==> src/hw/acctr_pkg.sv <==
// package of opcodes, widths and carrier types for the transfer decoder
package acctr_pkg;
	// ===========================================================
	// widths
	localparam int ACCTR_OP_W   = 10;
	localparam int ACCTR_NIB_W  = 4;
	localparam int ACCTR_PAGE_W = 3;
	localparam int ACCTR_PAIR_W = 8;
	localparam int ACCTR_NCFG   = 4;
	localparam int ACCTR_NDST   = 9;

	// ===========================================================
	// opcodes (10-bit)
	localparam logic [9:0] OP_ACC_TO_AUX      = 10'h00e;
	localparam logic [9:0] OP_ACC_TO_PAGE     = 10'h029;
	localparam logic [9:0] OP_ACC_AUX_TO_PAIR = 10'h01a;
	localparam logic [9:0] OP_ACC_TO_CFG0     = 10'h228;
	localparam logic [9:0] OP_ACC_TO_CFG1     = 10'h229;
	localparam logic [9:0] OP_ACC_TO_CFG2     = 10'h22a;
	localparam logic [9:0] OP_ACC_TO_CFG3     = 10'h22b;
	localparam logic [9:0] OP_ACC_TO_IRQ1     = 10'h217;

	// ===========================================================
	// destination select indices
	localparam int DST_AUX  = 0;
	localparam int DST_PAGE = 1;
	localparam int DST_PAIR = 2;
	localparam int DST_CFG0 = 3;
	localparam int DST_IRQ1 = 7;

	// ===========================================================
	// reset values
	localparam logic [3:0] RST_NIB  = 4'h0;
	localparam logic [2:0] RST_PAGE = 3'h0;
	localparam logic [7:0] RST_PAIR = 8'h00;

	// field positions
	localparam int PAIR_HI_LSB = 4;

	// ===========================================================
	// carrier for the instruction issue
	typedef struct packed {
		logic       valid;
		logic [9:0] opcode;
	} acctr_issue_s;

	// carrier for the destination register state
	typedef struct packed {
		logic [3:0]  aux;
		logic [2:0]  page;
		logic [7:0]  pair;
		logic [15:0] port_cfg;
		logic [3:0]  irq_ctrl_one;
	} acctr_regs_s;
endpackage : acctr_pkg

==> src/hw/acctr_nib_reg.sv <==
// one clock-enabled write-enabled register with reset value
`timescale 1ns/10ps
module acctr_nib_reg #(
	parameter int               W   = 4,
	parameter logic [W-1:0]     RST = '0
) (
	input  wire logic         clk_sys_i,
	input  wire logic         sys_rst_i,
	input  wire logic         ce_i,
	input  wire logic         we_i,
	input  wire logic [W-1:0] d_i,
	output logic      [W-1:0] q_o
);
	// ===========================================================
	// storage
	always_ff @(posedge clk_sys_i or posedge sys_rst_i) begin
		if (sys_rst_i)
			q_o <= RST;
		else if (ce_i && we_i)
			q_o <= d_i;
	end
endmodule : acctr_nib_reg

==> src/hw/acctr_core.sv <==
// decoder and destination registers of accumulator transfer instructions
`timescale 1ns/10ps
// Notes on behaviour
// - aux transfer copies all four accumulator bits to aux, one cycle.
// - page transfer loads page from accumulator bits 2..0, ignores bit 3.
// - pair transfer writes aux into pair bits 7..4.
// - same pair transfer writes accumulator into pair bits 3..0.
// - first port config transfer copies accumulator to port config zero.
// - third and fourth copy accumulator to port config two and three.
// - interrupt transfer copies accumulator into interrupt control one.
module acctr_core (
	input  wire logic                   clk_sys_i,
	input  wire logic                   sys_rst_i,
	input  wire logic                   ce_i,
	input  wire acctr_pkg::acctr_issue_s issue_i,
	input  wire logic [3:0]             acc_i,
	input  wire logic                   carry_flag_i,
	output acctr_pkg::acctr_regs_s      regs_o,
	output logic [8:0]                  dst_we_o,
	output logic                        hit_o,
	output logic                        skip_o,
	output logic                        carry_flag_o,
	output logic                        done_o
);
	import acctr_pkg::*;

	// ===========================================================
	// opcode decode
	// one-hot destination of an opcode, all zero when it is not ours
	function automatic logic [8:0] dec_dst(input logic [9:0] op);
		logic [8:0] r;
		r = '0;
		case (op)
			OP_ACC_TO_AUX:      r[DST_AUX]      = 1'b1;
			OP_ACC_TO_PAGE:     r[DST_PAGE]     = 1'b1;
			OP_ACC_AUX_TO_PAIR: r[DST_PAIR]     = 1'b1;
			OP_ACC_TO_CFG0:     r[DST_CFG0]     = 1'b1;
			OP_ACC_TO_CFG1:     r[DST_CFG0 + 1] = 1'b1;
			OP_ACC_TO_CFG2:     r[DST_CFG0 + 2] = 1'b1;
			OP_ACC_TO_CFG3:     r[DST_CFG0 + 3] = 1'b1;
			OP_ACC_TO_IRQ1:     r[DST_IRQ1]     = 1'b1;
			default:            r               = '0; // other groups
		endcase
		return r;
	endfunction : dec_dst

	// ===========================================================
	// issue qualification
	logic       exec_go;
	logic [8:0] dec_hit;

	// an issue counts only while valid and with the clock enabled
	assign exec_go = issue_i.valid & ce_i;
	assign dec_hit = dec_dst(issue_i.opcode);

	// ===========================================================
	// write enables
	// unknown opcodes, idle and frozen cycles write nothing
	// bit 8 is spare and stays low
	assign dst_we_o = exec_go ? dec_hit : '0;
	assign hit_o    = |dst_we_o;

	// ===========================================================
	// per-destination enables
	logic                  we_aux;
	logic                  we_page;
	logic                  we_pair;
	logic [ACCTR_NCFG-1:0] we_cfg;
	logic                  we_irq_one;

	// named slices of the one-hot vector
	assign we_aux     = dst_we_o[DST_AUX];
	assign we_page    = dst_we_o[DST_PAGE];
	assign we_pair    = dst_we_o[DST_PAIR];
	assign we_cfg     = dst_we_o[DST_CFG0 +: ACCTR_NCFG];
	assign we_irq_one = dst_we_o[DST_IRQ1];

	// ===========================================================
	// flags
	// these instructions never skip and leave carry alone
	// carry passes straight through, so no cycle is added
	assign skip_o       = 1'b0;
	assign carry_flag_o = carry_flag_i;

	// ===========================================================
	// register contents
	// nets, so the four configuration nibbles may be driven apart
	wire logic [ACCTR_NIB_W-1:0]            cur_aux;
	wire logic [ACCTR_PAGE_W-1:0]           cur_page;
	wire logic [ACCTR_PAIR_W-1:0]           cur_pair;
	wire logic [ACCTR_NCFG*ACCTR_NIB_W-1:0] cur_port_cfg;
	wire logic [ACCTR_NIB_W-1:0]            cur_irq_one;

	// gather the registers into the output carrier
	assign regs_o = '{
		aux:          cur_aux,
		page:         cur_page,
		pair:         cur_pair,
		port_cfg:     cur_port_cfg,
		irq_ctrl_one: cur_irq_one
	};

	// ===========================================================
	// write data
	// every destination loads at the same edge as its enable, so
	// nothing here may depend on a value written in this cycle
	logic [ACCTR_NIB_W-1:0]  next_aux;
	logic [ACCTR_PAGE_W-1:0] next_page;
	logic [ACCTR_PAIR_W-1:0] next_pair;
	logic [ACCTR_NIB_W-1:0]  next_cfg;
	logic [ACCTR_NIB_W-1:0]  next_irq_one;

	// nibble destinations take the whole accumulator
	assign next_aux     = acc_i;
	assign next_cfg     = acc_i;
	assign next_irq_one = acc_i;

	// page drops accumulator bit 3
	assign next_page    = acc_i[ACCTR_PAGE_W-1:0];

	// pair: aux as held before this edge on top, accumulator below
	assign next_pair    = {cur_aux, acc_i};

	// ===========================================================
	// auxiliary nibble register
	// written only by the aux transfer
	acctr_nib_reg #(
		.W   (ACCTR_NIB_W),
		.RST (RST_NIB)
	) u_aux (
		.clk_sys_i (clk_sys_i),
		.sys_rst_i (sys_rst_i),
		.ce_i      (ce_i),
		.we_i      (we_aux),
		.d_i       (next_aux),
		.q_o       (cur_aux)
	);

	// ===========================================================
	// page register
	// three bits wide, the accumulator's top bit is lost
	acctr_nib_reg #(
		.W   (ACCTR_PAGE_W),
		.RST (RST_PAGE)
	) u_page (
		.clk_sys_i (clk_sys_i),
		.sys_rst_i (sys_rst_i),
		.ce_i      (ce_i),
		.we_i      (we_page),
		.d_i       (next_page),
		.q_o       (cur_page)
	);

	// ===========================================================
	// pair register
	// both halves load together in one cycle
	acctr_nib_reg #(
		.W   (ACCTR_PAIR_W),
		.RST (RST_PAIR)
	) u_pair (
		.clk_sys_i (clk_sys_i),
		.sys_rst_i (sys_rst_i),
		.ce_i      (ce_i),
		.we_i      (we_pair),
		.d_i       (next_pair),
		.q_o       (cur_pair)
	);

	// ===========================================================
	// port output-structure control registers
	// register n sits at nibble n of the packed configuration word
	genvar g;
	generate
		for (g = 0; g < ACCTR_NCFG; g++) begin : g_cfg
			localparam int LSB = g * ACCTR_NIB_W;
			acctr_nib_reg #(
				.W   (ACCTR_NIB_W),
				.RST (RST_NIB)
			) u_cfg (
				.clk_sys_i (clk_sys_i),
				.sys_rst_i (sys_rst_i),
				.ce_i      (ce_i),
				.we_i      (we_cfg[g]),
				.d_i       (next_cfg),
				.q_o       (cur_port_cfg[LSB +: ACCTR_NIB_W])
			);
		end
	endgenerate

	// ===========================================================
	// interrupt control register one
	// written only by the interrupt control transfer
	acctr_nib_reg #(
		.W   (ACCTR_NIB_W),
		.RST (RST_NIB)
	) u_irq1 (
		.clk_sys_i (clk_sys_i),
		.sys_rst_i (sys_rst_i),
		.ce_i      (ce_i),
		.we_i      (we_irq_one),
		.d_i       (next_irq_one),
		.q_o       (cur_irq_one)
	);

	// ===========================================================
	// completion marker
	// done follows an executed transfer by one cycle; ce low holds it
	logic next_done;
	assign next_done = ce_i ? hit_o : done_o;

	// done register
	always_ff @(posedge clk_sys_i or posedge sys_rst_i) begin
		if (sys_rst_i)
			done_o <= 1'b0;
		else
			done_o <= next_done;
	end
endmodule : acctr_core

==> config.mk <==
export PLATFORM = sky130hd
export DESIGN_NAME = acctr_core
export DESIGN_NICKNAME = d
export VERILOG_FILES = /design/src/hw/acctr_pkg.sv /design/src/hw/acctr_nib_reg.sv /design/src/hw/acctr_core.sv
export SDC_FILE = /design/constraint.sdc
export NUM_CORES = 1
export LEC_CHECK = 0
export ABC_AREA = 0
export BUFFER_PORTS_ARGS = -buffer_cell sky130_fd_sc_hd__buf_2
export CAP_MARGIN = 40
export CORE_UTILIZATION = 51
export DETAILED_ROUTE_END_ITERATION = 16
export PLACE_DENSITY = 0.85
export SLEW_MARGIN = 25
export SYNTH_ARGS = -nofsm -noshare
export SYNTH_HDL_FRONTEND = slang
export SYNTH_SLANG_ARGS = --single-unit
==> constraint.sdc <==
create_clock -name clk_sys_i -period 2.4 [get_ports clk_sys_i]
set_input_delay 0.36 -clock clk_sys_i [delete_from_list [all_inputs] [get_ports clk_sys_i]]
set_output_delay 0.36 -clock clk_sys_i [all_outputs]
set_load 0.01 [all_outputs]
# Yosys cells after proc, flatten, opt, wreduce, memory -nomap -nowiden
# Index checks and enable logic that the tools add are counted.
# totals
register_bits,36
inputBits,19
out_inout_bits,48
wordCells,36
# op_classes
eq_ne,8
mux,9
bitwise_logic,1
reduce_logical,9
# op_table
op,count
10-bit equality test (second input constant),5
10-bit by 4-bit equality test with 1-bit output (second input constant),1
10-bit by 5-bit equality test with 1-bit output (second input constant),1
10-bit by 6-bit equality test with 1-bit output (second input constant),1
9-bit OR reduction,1
1-bit logical AND,8
1-bit two-way mux,8
8-bit two-way mux,1
1-bit bitwise AND,1

# Longest topological paths before layout
# Gate-level depths: netlist (run 1).
# depth
ltp_word,4
depth_mapped,6
depth_no_buf,5

# Cells and area by module
# A second synthesis (run 1) with hierarchy kept.
# hier_totals
hier_cells,126
area_unflattened_um2,1721.7
# modules_own_cells
module,instances,cells_per_inst,area_each_um2,seq_area_each_um2
acctr_nib_reg at g_cfg[0].u_cfg ...,6,10,170.2,100.1
acctr_nib_reg at u_pair,1,18,300.3,200.2
acctr_core,1,40,270.3,25.0
acctr_nib_reg at u_page,1,8,130.1,75.1

# Least setup slack after synthesis (run 1)
# OpenSTA, ideal clock, no wires.
# synth_timing
path_type,input -> output
startpoint,input issue_i[5] in the netlist's numbering
endpoint,output hit_o
t_arrival_ns,1.524
required_ns,2.040
slack_ns,0.516
path_stages,5
path_buffers,0
path_cell_list,or4b_4 nor4_2 o21ai_1 a21oi_1 or2_1
# synth_between
elab_chain_cells,4
word_cells_on_any_way,18
classes_between,eq/ne: 8; mux: 9; reduce/logical: 1
# synth_lines
element,line,source
from (decl),acctr_core.sv:15,"input wire acctr_pkg::acctr_issue_s issue_i,"
10-bit by 4-bit equality test with 1-bit output (tied with other cells),acctr_core.sv:33,case (op)
1-bit two-way mux,acctr_core.sv:33,
8-bit two-way mux (*),acctr_core.sv:60,assign dst_we_o = exec_go ? dec_hit : '0;
9-bit OR reduction (*),acctr_core.sv:61,assign hit_o = |dst_we_o;
to (decl),acctr_core.sv:20,"output logic hit_o,"
# Every way passes the cells marked *; elsewhere a longest branch is shown, timed or not.

# Worst setup path in the final report (run 1)
# layout_timing
startpoint,input issue_i[5] in the netlist's numbering
endpoint,output dst_we_o[7]
# layout_between
elab_chain_cells,3
# layout_lines
element,line,source
10-bit equality test,acctr_core.sv:33,
1-bit two-way mux,acctr_core.sv:33,
8-bit two-way mux,acctr_core.sv:60,
to (decl),acctr_core.sv:19,"output logic [8:0] dst_we_o,"
# Every way passes these cells.

==> tab_implementation.tex, run 1 <==
\begin{tabular}{lr}
\hline
Metric & Value \\
\hline
\multicolumn{2}{l}{\textbf{Critical path}} \\
Peak fanout along the critical path & 5 \\
Reg2reg end & u\_aux.q\_o[3]\$\_DFFE\_PP0P\_ \\
Worst path buffer plus inverter count & 2 \\
Cell with the biggest individual delay on the critical path & sky130\_fd\_sc\_hd\_\_or4b\_4 \\
Most common cell on crit path & sky130\_fd\_sc\_hd\_\_buf\_2 \\
Critical Path Start Type & input pin \\
Worst reg2reg setup slack & about 1.6 ns \\
Stage delay of the slowest cell on the critical path & $\sim$0.54 ns \\
CP startpoint & issue\_i[5] \\
Depth of the worst register-to-register path & 1 \\
Endpoint class of the critical path & primary output \\
Top Family by Delay on Critical Path & simple AND/OR/NAND/NOR gates \\
Crit Path Class & in -> out \\
Startpoint of the worst-slack reg-to-reg timing path & u\_aux.q\_o[3]\$\_DFFE\_PP0P\_ \\
Required arrival time at the worst endpoint & around 2 ns \\
WP data arrival & roughly 1.9 ns \\
Crit-path cells & buf\_2 > or4b\_4 > nor4\_2 > and2\_1 > buf\_2 \\
\multicolumn{2}{l}{\textbf{Clock tree}} \\
TritonCTS clock tree & built \\
Number of hold buffers added after cts & 0 \\
Clock Latency Late Sink & 0.33 ns \\
Gates resized, CTS repair & 0 \\
Number of buffers created by CTS & 5 \\
Clk sinks & 36 \\
Number of post-CTS setup repair buffers & 0 \\
H-tree depth reported by CTS & 2 \\
Clock slew at the register clock pins of the worst setup and hold paths & $\sim$0.11 ns \\
CTS max path bufs & 2 \\
Root Buffer Master & sky130\_fd\_sc\_hd\_\_clkbuf\_4 \\
\multicolumn{2}{l}{\textbf{Cells and area}} \\
Area of the multi-input gates & 651 um\^{}2 \\
End-of-flow core utilization & between 60\% and 70\% \\
Layout cells sized above 1 & roughly 53\% \\
Area Growth Syn to Fin & 20.9\% \\
Count of placed standard cells in the final layout, fillers left out & roughly 240 \\
Antenna diodes & 0 \\
Count of fill cells added during filler insertion & 252 \\
Seq. cell area & 901 um\^{}2 \\
Final cell area excluding filler cells & a little over 2000 um\^{}2 \\
Number of nets at the end of the flow & $\sim$220 \\
\multicolumn{2}{l}{\textbf{STA}} \\
F\_max & 0.453 GHz \\
Worst hold slack after final layout & between 0.09 and 0.1 ns \\
Worst path setup slack after routing & 0.193 ns \\
Post-layout minimum cycle time & 2.21 ns \\
Maximum clock skew at final layout & approximately 0.0094 ns \\
Final setup violation count & 0 \\
Final Hold Vio Count & 0 \\
Unrepaired setup endpoints after global routing & false \\
Final count of pins violating max slew & 0 \\
Setup total negative slack & 0 ns \\
Final period utilization & between 90 and 100\% \\
\multicolumn{2}{l}{\textbf{Synthesis}} \\
Cell count after synthesis & approximately 140 \\
Fraction of synthesized area in multiplexers & 21.9\% \\
Compound-cell area share of the yosys netlist & under 10\% \\
Synthesized cell area & approximately 1700 um\^{}2 \\
Yosys warns & 0 \\
Mean instance size in the synthesized netlist & 12.1 um\^{}2 \\
Largest family of logic cells by synthesized area & multiplexers \\
Synth Area in Simple Gates & 15.1\% \\
Flip-flop and latch count after synthesis & 36 \\
Area share of fa/ha/maj cells after synthesis & 0\% \\
Sequential cell area fraction in the yosys report & a little over half \\
Synth cell types & 29 \\
Share of the synthesized netlist area taken by xor and xnor gates & 0.526\% \\
\multicolumn{2}{l}{\textbf{Placed design}} \\
Number of I/O port buffers & 62 \\
Post-detailed-placement half-perimeter wirelength & 2780 um \\
Cell Count Post-Placement & 234 \\
Post-place instance area & between 1500 and 2000 um\^{}2 \\
Final weighted congestion in routability-driven placement & 0.777 \\
Worst-case setup slack after placement & 0.196 ns \\
\multicolumn{2}{l}{\textbf{Detailed routing}} \\
Post-route DRC violation count & 0 \\
Number of iterations in the first detailed-routing pass & 5 \\
Routed length per instance & 14.9 um \\
Total via count in the routed design & between 1,000 and 1,500 \\
Detailed router's first-iteration violation count & 62 \\
Via-per-instance ratio & 5.05 \\
Number of nets with antenna violations after routing & 0 \\
Drt total wl & 3610 um \\
\multicolumn{2}{l}{\textbf{Global route}} \\
Global-route wire length before repair & 5800 um \\
Overflow left after global routing & 0 \\
Largest net degree at the start of global routing & 37 \\
GRT Resource Usage Total & between 20\% and 30\% \\
Number of global-route vias before repair & 1,271 \\
Number of antenna violations at the first check in global routing & 0 \\
\multicolumn{2}{l}{\textbf{Floorplanning}} \\
Row count & 20 \\
Initial Utilization & 54.1\% \\
Core ar. & approximately 3100 um\^{}2 \\
Number of top-level pins & between 60 and 70 \\
Full die area & roughly 3500 um\^{}2 \\
Die height & 59.1 um \\
Floorplan die width & about 60 um \\
\multicolumn{2}{l}{\textbf{Power and ir drop}} \\
Worst ir drop on vdd & $\sim$0.4 mV \\
Cell leakage power & 1.19 nW \\
Overall Power & 1.02 mW \\
Pwr Density & 505 nW/um\^{}2 \\
\multicolumn{2}{l}{\textbf{Run status}} \\
Status & complete, no violations \\
\multicolumn{2}{l}{\textbf{Worst hold path}} \\
Hold crit path type & in -> async \\
\multicolumn{2}{l}{\textbf{Run}} \\
Number of max-cap violations & 0 \\
\hline
\end{tabular}
[sequential cells by signal, summed over array words and instances (netlist names)]
| name | count |
|---|---|
| done_o | 1 |
| u_aux.q_o | 4 |
| g_cfg.u_cfg.q_o | 16 |
| u_page.q_o | 3 |
| u_irq1.q_o | 4 |
| u_pair.q_o | 8 |
[report_power, final]
part           switching [mW]  internal (mW)  total (mW)  leakage [nW]
logic                  0.0465         0.0243      0.0708         0.647
registers             0.00242          0.610       0.613         0.502
clock network           0.194          0.139       0.333        0.0380
total                   0.242          0.774        1.02          1.19
[cell usage after synthesis, drive strengths merged]
library cell  instances  area share, %
a211o                 1           0.53
a21oi                 1           0.30
and2                  1           0.38
and3                  1           0.38
buf                  12            5.6
clkbuf                1           0.23
conb                  1           0.23
dfrtp                36             54
inv                   5            1.1
mux2                 31             22
nand2                18            4.1
nand2b                3            1.1
nand3                 2           0.60
nand3b                1           0.45
nand4b                1           0.53
nor2                  8            1.8
nor2b                 1           0.38
nor3                  5            1.8
nor4                  4            1.9
nor4b                 1           0.53
o21ai                 1           0.30
or2                   1           0.38
or4b                  1           0.83
xnor2                 1           0.53
[cell families (layout without fill, tap and decap cells)]
family | Yosys count | after routing
AO/OA/AOI/OAI | 3 | 3
XOR/XNOR | 1 | 1
buffers and inverters | 18 | 77
flip-flops | 36 | 36
multiplexers | 31 | 31
other | 1 | 2
AND/OR/NAND/NOR | 48 | 48
[cell usage in the layout (no fill, tap or decap)]
cell | synthesis | final
sky130_fd_sc_hd__inv_1 | 5 | 5
sky130_fd_sc_hd__buf_4 | 11 | 2
sky130_fd_sc_hd__clkbuf_8 | 0 | 1
sky130_fd_sc_hd__nor2b_1 | 1 | 1
sky130_fd_sc_hd__conb_1 | 1 | 2
sky130_fd_sc_hd__a211o_1 | 1 | 1
sky130_fd_sc_hd__and3_1 | 1 | 1
sky130_fd_sc_hd__nor4_2 | 1 | 1
sky130_fd_sc_hd__mux2_1 | 1 | 1
sky130_fd_sc_hd__mux2_2 | 26 | 26
sky130_fd_sc_hd__nor3_2 | 1 | 1
sky130_fd_sc_hd__o21ai_1 | 1 | 1
sky130_fd_sc_hd__mux2_4 | 4 | 4
sky130_fd_sc_hd__nand2_1 | 18 | 18
sky130_fd_sc_hd__nand4b_1 | 1 | 1
sky130_fd_sc_hd__nand3_1 | 2 | 2
sky130_fd_sc_hd__xnor2_1 | 1 | 1
sky130_fd_sc_hd__nor4b_1 | 1 | 1
sky130_fd_sc_hd__nor2_1 | 8 | 8
sky130_fd_sc_hd__buf_2 | 0 | 62
sky130_fd_sc_hd__or2_1 | 1 | 1
sky130_fd_sc_hd__nor4_1 | 3 | 3
sky130_fd_sc_hd__a21oi_1 | 1 | 1
sky130_fd_sc_hd__nand3b_1 | 1 | 1
sky130_fd_sc_hd__nand2b_1 | 3 | 3
sky130_fd_sc_hd__and2_1 | 1 | 1
sky130_fd_sc_hd__clkinv_2 | 0 | 2
sky130_fd_sc_hd__dfrtp_1 | 36 | 36
sky130_fd_sc_hd__clkbuf_4 | 0 | 5
sky130_fd_sc_hd__or4b_4 | 1 | 1
sky130_fd_sc_hd__nor3_1 | 4 | 4
[worst max-delay path by stage]
stage	slack (ns)	depth (start not counted)	to
after floorplan	0.52	5	hit_o
after global placement	0.22	5	dst_we_o[7]
after detailed placement	0.20	5	dst_we_o[7]
after CTS	0.19	5	dst_we_o[7]
after global routing	0.07	7	hit_o
final	0.19	5	dst_we_o[7]
[tightest hold or removal path: stages]
cell and delay (ns):
sky130_fd_sc_hd__buf_2 0.09, sky130_fd_sc_hd__inv_1 0.04, sky130_fd_sc_hd__buf_4 0.38
[area by class of cell]
class / count / share of cell area, %
clock buffers: 6 / 2.55
flip-flops and latches: 36 / 44.8
repair buffers: 64 / 16.2
inverters: 5 / 0.933
well taps: 44 / 2.74
clock inverters: 2 / 0.498
multi-input cells: 85 / 32.3
[metal layers]
metal	routed length, um	part of all wire [%]	vias up	global-route usage, %
met3	255	7.1	9	6.55
li1	-	-	578	-
met5	0	0	-	0
met2	1800	50	55	36.0
met4	65	1.8	0	10.9
met1	1480	41	580	29.6
(Power assumes the default switching activity.)
==> inputs of run 2 (changes only) <==
- clock period: 2.4 -> 2.7 ns (I/O delays scaled with it)
==> tab_implementation.tex, run 2 (synthesis gave the netlist of run 1 again) <==
\begin{tabular}{lr}
\hline
Metric & Value \\
\hline
\multicolumn{2}{l}{\textbf{Run status}} \\
Status & complete, no violations \\
\multicolumn{2}{l}{\textbf{Placed design}} \\
Worst-case setup slack after placement & 0.428 ns \\
Cell Count Post-Placement & $\sim$230 \\
Post-detailed-placement half-perimeter wirelength & 2660 um \\
Final weighted congestion in routability-driven placement & about 0.78 \\
Number of I/O port buffers & 62 \\
Post-place instance area & between 1500 and 2000 um\^{}2 \\
\multicolumn{2}{l}{\textbf{STA}} \\
Final setup violation count & 0 \\
Final count of pins violating max slew & 0 \\
Transition time at the pin with the least slew margin & 0.607 ns \\
Post-layout minimum cycle time & between 2 and 2.5 ns \\
F\_max & between 0.4 and 0.5 GHz \\
Maximum clock skew at final layout & about 0.0005 ns \\
Max\_slew headroom & 59.2\% \\
Final Hold Vio Count & 0 \\
Worst hold slack after final layout & between 0.3 and 0.4 ns \\
Worst path setup slack after routing & about 0.38 ns \\
Unrepaired setup endpoints after global routing & false \\
Final period utilization & between 80 and 90\% \\
Setup total negative slack & 0 ns \\
\multicolumn{2}{l}{\textbf{Clock tree}} \\
CTS max path bufs & 2 \\
Clock slew at the register clock pins of the worst setup and hold paths & about 0.10 ns \\
Number of post-CTS setup repair buffers & 0 \\
TritonCTS clock tree & built \\
Root Buffer Master & sky130\_fd\_sc\_hd\_\_clkbuf\_4 \\
H-tree depth reported by CTS & 2 \\
Clock Latency Late Sink & around 0.33 ns \\
Clk sinks & 36 \\
Number of buffers created by CTS & 5 \\
\multicolumn{2}{l}{\textbf{Critical path}} \\
Stage delay of the slowest cell on the critical path & roughly 0.52 ns \\
Top Family by Delay on Critical Path & simple AND/OR/NAND/NOR gates \\
Crit-path cells & buf\_2 > or4b\_4 > nor4\_2 > and2\_1 > buf\_2 \\
Cell with the biggest individual delay on the critical path & sky130\_fd\_sc\_hd\_\_or4b\_4 \\
Critical Path Start Type & input pin \\
Most common cell on crit path & sky130\_fd\_sc\_hd\_\_buf\_2 \\
Worst reg2reg setup slack & 1.91 ns \\
Crit Path Class & in -> out \\
Worst path buffer plus inverter count & 2 \\
WP data arrival & approximately 1.9 ns \\
Required arrival time at the worst endpoint & roughly 2.3 ns \\
Peak fanout along the critical path & 5 \\
Endpoint class of the critical path & primary output \\
\multicolumn{2}{l}{\textbf{Cells and area}} \\
Max reg flops & 16 \\
Area Growth Syn to Fin & 21.8\% \\
Antenna diodes & 0 \\
Layout cells sized above 1 & about half \\
Number of nets at the end of the flow & about 220 \\
End-of-flow core utilization & 65.9\% \\
Top library cells by usage in the layout, fill and taps aside & 62 x sky130\_fd\_sc\_hd\_\_buf\_2, 36 x sky130\_fd\_sc\_hd\_\_dfrtp\_1, 26 x sky130\_fd\_sc\_hd\_\_mux2\_2 \\
Commonest non-fill, non-tap cell in the layout & sky130\_fd\_sc\_hd\_\_buf\_2 \\
Registers with the most flip-flops & g\_cfg.u\_cfg.q\_o x16, u\_pair.q\_o x8 \\
Count of fill cells added during filler insertion & between 200 and 250 \\
Seq. cell area & around 900 um\^{}2 \\
Reg with most FFs & g\_cfg.u\_cfg.q\_o \\
Area of the multi-input gates & roughly 650 um\^{}2 \\
Final cell area excluding filler cells & around 2000 um\^{}2 \\
Count of placed standard cells in the final layout, fillers left out & 243 \\
\multicolumn{2}{l}{\textbf{Global route}} \\
Largest net degree at the start of global routing & 22 \\
Number of antenna violations at the first check in global routing & 0 \\
Global-route wire length before repair & $\sim$5500 um \\
Number of global-route vias before repair & about 1,100 \\
Overflow left after global routing & 0 \\
GRT Resource Usage Total & 22.1\% \\
\multicolumn{2}{l}{\textbf{Power and ir drop}} \\
Pwr Density & around 440 nW/um\^{}2 \\
Cell leakage power & 1.19 nW \\
Worst ir drop on vdd & 0.347 mV \\
Overall Power & approximately 0.9 mW \\
\multicolumn{2}{l}{\textbf{Floorplanning}} \\
Floorplan die width & $\sim$59 um \\
Core ar. & roughly 3000 um\^{}2 \\
Number of top-level pins & 67 \\
Full die area & about 3500 um\^{}2 \\
Die height & a little under 60 um \\
Row count & 20 \\
Initial Utilization & 54.1\% \\
\multicolumn{2}{l}{\textbf{Worst hold path}} \\
Hold crit path type & in -> reg \\
\multicolumn{2}{l}{\textbf{Detailed routing}} \\
Number of iterations in the first detailed-routing pass & 4 \\
Via-per-instance ratio & approximately 5.0 \\
Drt total wl & $\sim$3500 um \\
Detailed router's first-iteration violation count & 29 \\
Number of nets with antenna violations after routing & 0 \\
Routed length per instance & $\sim$14 um \\
Post-route DRC violation count & 0 \\
Total via count in the routed design & around 1,200 \\
\multicolumn{2}{l}{\textbf{Run}} \\
Number of max-cap violations & 0 \\
\hline
\end{tabular}
## run 2: cell count changes in the layout (fill, tap and decap cells not counted), sizes merged
| cell | delta |
|---|---|
| clkinv | -2 |
| dlygate4sd3 | +1 |
| clkbuf | +2 |
## run 2: cell type report
type	count	share of cell area [%]
repair buffers	65	16.9
inverters	5	0.926
clock buffers	8	2.90
flip-flops and latches	36	44.4
well taps	44	2.72
multi-input cells	85	32.1
## run 2: repair_timing
item                                   4_1_cts  5_1_grt
hold buffers                                 0        1
resized for setup                            0        0
endpoints found under the hold margin        0        2
## run 2: final timing paths
| kind | endpoint | start | depth (start not counted) |
|---|---|---|---|
| max in group asynchronous | g_cfg[3].u_cfg.q_o[1]$_DFFE_PP0P_ | sys_rst_i | 5 |
| setup / recovery | dst_we_o[7] | issue_i[7] | 5 |
| min in group asynchronous | u_pair.q_o[7]$_DFFE_PP0P_ | sys_rst_i | 3 |
| hold / removal | g_cfg[1].u_cfg.q_o[1]$_DFFE_PP0P_ | acc_i[1] | 3 |
| hold reg to reg | g_cfg[1].u_cfg.q_o[1]$_DFFE_PP0P_ | g_cfg[1].u_cfg.q_o[1]$_DFFE_PP0P_ | 2 |
| setup reg to reg | done_o$_DFFE_PP0P_ | done_o$_DFFE_PP0P_ | 1 |
## run 2: where the power goes
| part | switching [mW] | total (mW) | leakage [nW] | internal (mW) |
|---|---|---|---|---|
| Clock | 0.159 | 0.287 | 0.0326 | 0.128 |
| Sequential | 0.00206 | 0.545 | 0.502 | 0.543 |
| Combinational | 0.0410 | 0.0654 | 0.653 | 0.0244 |
| Total | 0.202 | 0.897 | 1.19 | 0.695 |
## run 2: layer usage
metal	vias to the layer above	GRT usage [%]	share of wire [%]
li1	578	-	-
met1	588	29.1	41
met3	4	7.64	7.8
met5	-	0	0
met4	0	7.14	0.98
met2	53	34.6	50
==> inputs of run 3 (changes only) <==
- MAX_ROUTING_LAYER: default -> met4
==> tab_implementation.tex, run 3 (synthesis gave the netlist of run 1 again) <==
\begin{tabular}{lr}
\hline
Metric & Value \\
\hline
\multicolumn{2}{l}{\textbf{Global route}} \\
GRT Resource Usage Total & 22.7\% \\
Largest net degree at the start of global routing & 22 \\
Number of antenna violations at the first check in global routing & 0 \\
Number of global-route vias before repair & around 1,200 \\
Global routing usage on met3 & about 4.6\% \\
Overflow left after global routing & 0 \\
Global-route wire length before repair & roughly 5500 um \\
Busiest grt layer & met2 \\
Met1 layer usage reported by global route & a little under 30\% \\
GRT met2 Usage & between 30\% and 40\% \\
\multicolumn{2}{l}{\textbf{Floorplanning}} \\
Core ar. & $\sim$3000 um\^{}2 \\
Die height & around 59 um \\
Number of top-level pins & 67 \\
Initial Utilization & between 50\% and 60\% \\
Row count & 20 \\
Full die area & $\sim$3500 um\^{}2 \\
Floorplan die width & around 59 um \\
\multicolumn{2}{l}{\textbf{Detailed routing}} \\
Via-per-instance ratio & between 5 and 6 \\
Number of iterations in the first detailed-routing pass & 5 \\
Number of nets with antenna violations after routing & 0 \\
Routed length per instance & $\sim$14 um \\
Total via count in the routed design & 1,231 \\
Detailed router's first-iteration violation count & 26 \\
Post-route DRC violation count & 0 \\
Drt total wl & 3500 um \\
\multicolumn{2}{l}{\textbf{Cells and area}} \\
Area Growth Syn to Fin & 21.8\% \\
Max reg flops & 16 \\
Commonest non-fill, non-tap cell in the layout & sky130\_fd\_sc\_hd\_\_buf\_2 \\
Antenna diodes & 0 \\
Reg with most FFs & g\_cfg.u\_cfg.q\_o \\
Area of the multi-input gates & approximately 650 um\^{}2 \\
Top library cells by usage in the layout, fill and taps aside & 62 x sky130\_fd\_sc\_hd\_\_buf\_2, 36 x sky130\_fd\_sc\_hd\_\_dfrtp\_1, 26 x sky130\_fd\_sc\_hd\_\_mux2\_2 \\
Layout cells sized above 1 & 51.8\% \\
Count of fill cells added during filler insertion & roughly 240 \\
Seq. cell area & approximately 900 um\^{}2 \\
Registers with the most flip-flops & g\_cfg.u\_cfg.q\_o x16, u\_pair.q\_o x8 \\
Number of nets at the end of the flow & 217 \\
\multicolumn{2}{l}{\textbf{Critical path}} \\
Crit Path Class & in -> out \\
Required arrival time at the worst endpoint & approximately 2.3 ns \\
CP startpoint & issue\_i[7] \\
Critical Path Start Type & input pin \\
Peak fanout along the critical path & 5 \\
Endpoint class of the critical path & primary output \\
Startpoint of the worst-slack reg-to-reg timing path & done\_o\$\_DFFE\_PP0P\_ \\
WP data arrival & roughly 1.9 ns \\
\multicolumn{2}{l}{\textbf{Placed design}} \\
Final weighted congestion in routability-driven placement & just under 0.8 \\
Number of I/O port buffers & 62 \\
Post-detailed-placement half-perimeter wirelength & between 2000 and 3000 um \\
\multicolumn{2}{l}{\textbf{Clock tree}} \\
Clock Latency Late Sink & around 0.33 ns \\
Number of post-CTS setup repair buffers & 0 \\
Gates resized, CTS repair & 0 \\
CTS max path bufs & 2 \\
Number of hold buffers added after cts & 0 \\
TritonCTS clock tree & built \\
Root Buffer Master & sky130\_fd\_sc\_hd\_\_clkbuf\_4 \\
Number of buffers created by CTS & 5 \\
Clock slew at the register clock pins of the worst setup and hold paths & about 0.1 ns \\
Clk sinks & 36 \\
H-tree depth reported by CTS & 2 \\
\multicolumn{2}{l}{\textbf{STA}} \\
Maximum clock skew at final layout & about 0.00061 ns \\
Final setup violation count & 0 \\
Unrepaired setup endpoints after global routing & false \\
Final count of pins violating max slew & 0 \\
F\_max & around 0.43 GHz \\
Post-layout minimum cycle time & 2.32 ns \\
Transition time at the pin with the least slew margin & roughly 0.6 ns \\
Setup total negative slack & 0 ns \\
Final period utilization & a little under nine tenths \\
Max\_slew headroom & between 50\% and 60\% \\
Final Hold Vio Count & 0 \\
\multicolumn{2}{l}{\textbf{Power and ir drop}} \\
Switch share & 22.4\% \\
Cell leakage power & $\sim$1.2 nW \\
Part of the power in combinational logic & between 7 and 8\% \\
Sequential fraction of design power & 60.8\% \\
Overall Power & roughly 0.90 mW \\
Portion of total power attributed to the clock network & about a third \\
Internal cell power & between 0.6 and 0.7 mW \\
Worst ir drop on vdd & between 0.3 and 0.4 mV \\
Pwr Density & 442 nW/um\^{}2 \\
Sw power & 0.200 mW \\
\multicolumn{2}{l}{\textbf{Run status}} \\
Status & complete, no violations \\
\multicolumn{2}{l}{\textbf{Worst hold path}} \\
Source of the worst hold timing path & ce\_i \\
Hold crit path type & in -> reg \\
\multicolumn{2}{l}{\textbf{Run}} \\
Number of max-cap violations & 0 \\
\hline
\end{tabular}
## run 3: layout make-up
cell class	instances	area share [%]
Timing Repair Buffer	65	16.9
Sequential cell	36	44.4
Clock buffer	8	2.90
Tap cell	44	2.72
Multi-Input combinational cell	85	32.1
Inverter	5	0.926
## run 3: path summary, 6_finish.rpt
kind | to | slack, ns | cells after the start
max | dst_we_o[7] | 0.38 | 5
min | done_o$_DFFE_PP0P_ | 0.37 | 3
max reg2reg | done_o$_DFFE_PP0P_ | 1.91 | 1
min reg2reg | g_cfg[1].u_cfg.q_o[1]$_DFFE_PP0P_ | 0.47 | 2
max in group asynchronous | g_cfg[3].u_cfg.q_o[1]$_DFFE_PP0P_ | 1.59 | 5
min in group asynchronous | u_pair.q_o[7]$_DFFE_PP0P_ | 0.49 | 3
## run 3: per-stage QoR
step / cells / utilization [%] / instance area, um^2 / hold WS (ns) / worst slack (ns)
detailed placement: 233 / 63.1 / 1940 / 0.451 / 0.428
global placement: 233 / 63.1 / 1940 / 0.448 / 0.430
finish: 243 / 65.9 / 2030 / 0.365 / 0.383
floorplan: 139 / - / 1670 / 0.504 / 0.726
global route: 243 / 65.9 / 2030 / 0.375 / 0.178
CTS: 241 / 65.0 / 2000 / 0.211 / 0.417
## run 3: power by group through the flow
stage	Combinational [mW]	Sequential (mW)	Clock [mW]
final	0.0656	0.545	0.286
after global routing	0.0735	0.545	0.318
after CTS	0.0624	0.545	0.297
after detailed placement	0.0622	0.555	0
after global placement	0.0594	0.555	0
after floorplan	0.0283	0.557	0
## run 3: worst max-delay path, stage by stage
cell                     delay [ns]
sky130_fd_sc_hd__buf_2         0.13
sky130_fd_sc_hd__or4b_4        0.52
sky130_fd_sc_hd__nor4_2        0.29
sky130_fd_sc_hd__and2_1        0.36
sky130_fd_sc_hd__buf_2         0.20
## run 3: layer usage
| metal | part of all wire [%] | vias up |
|---|---|---|
| met2 | 51 | 58 |
| met1 | 41 | 591 |
| met4 | 0.54 | 0 |
| met5 | 0 | - |
| li1 | - | 580 |
| met3 | 7.8 | 2 |
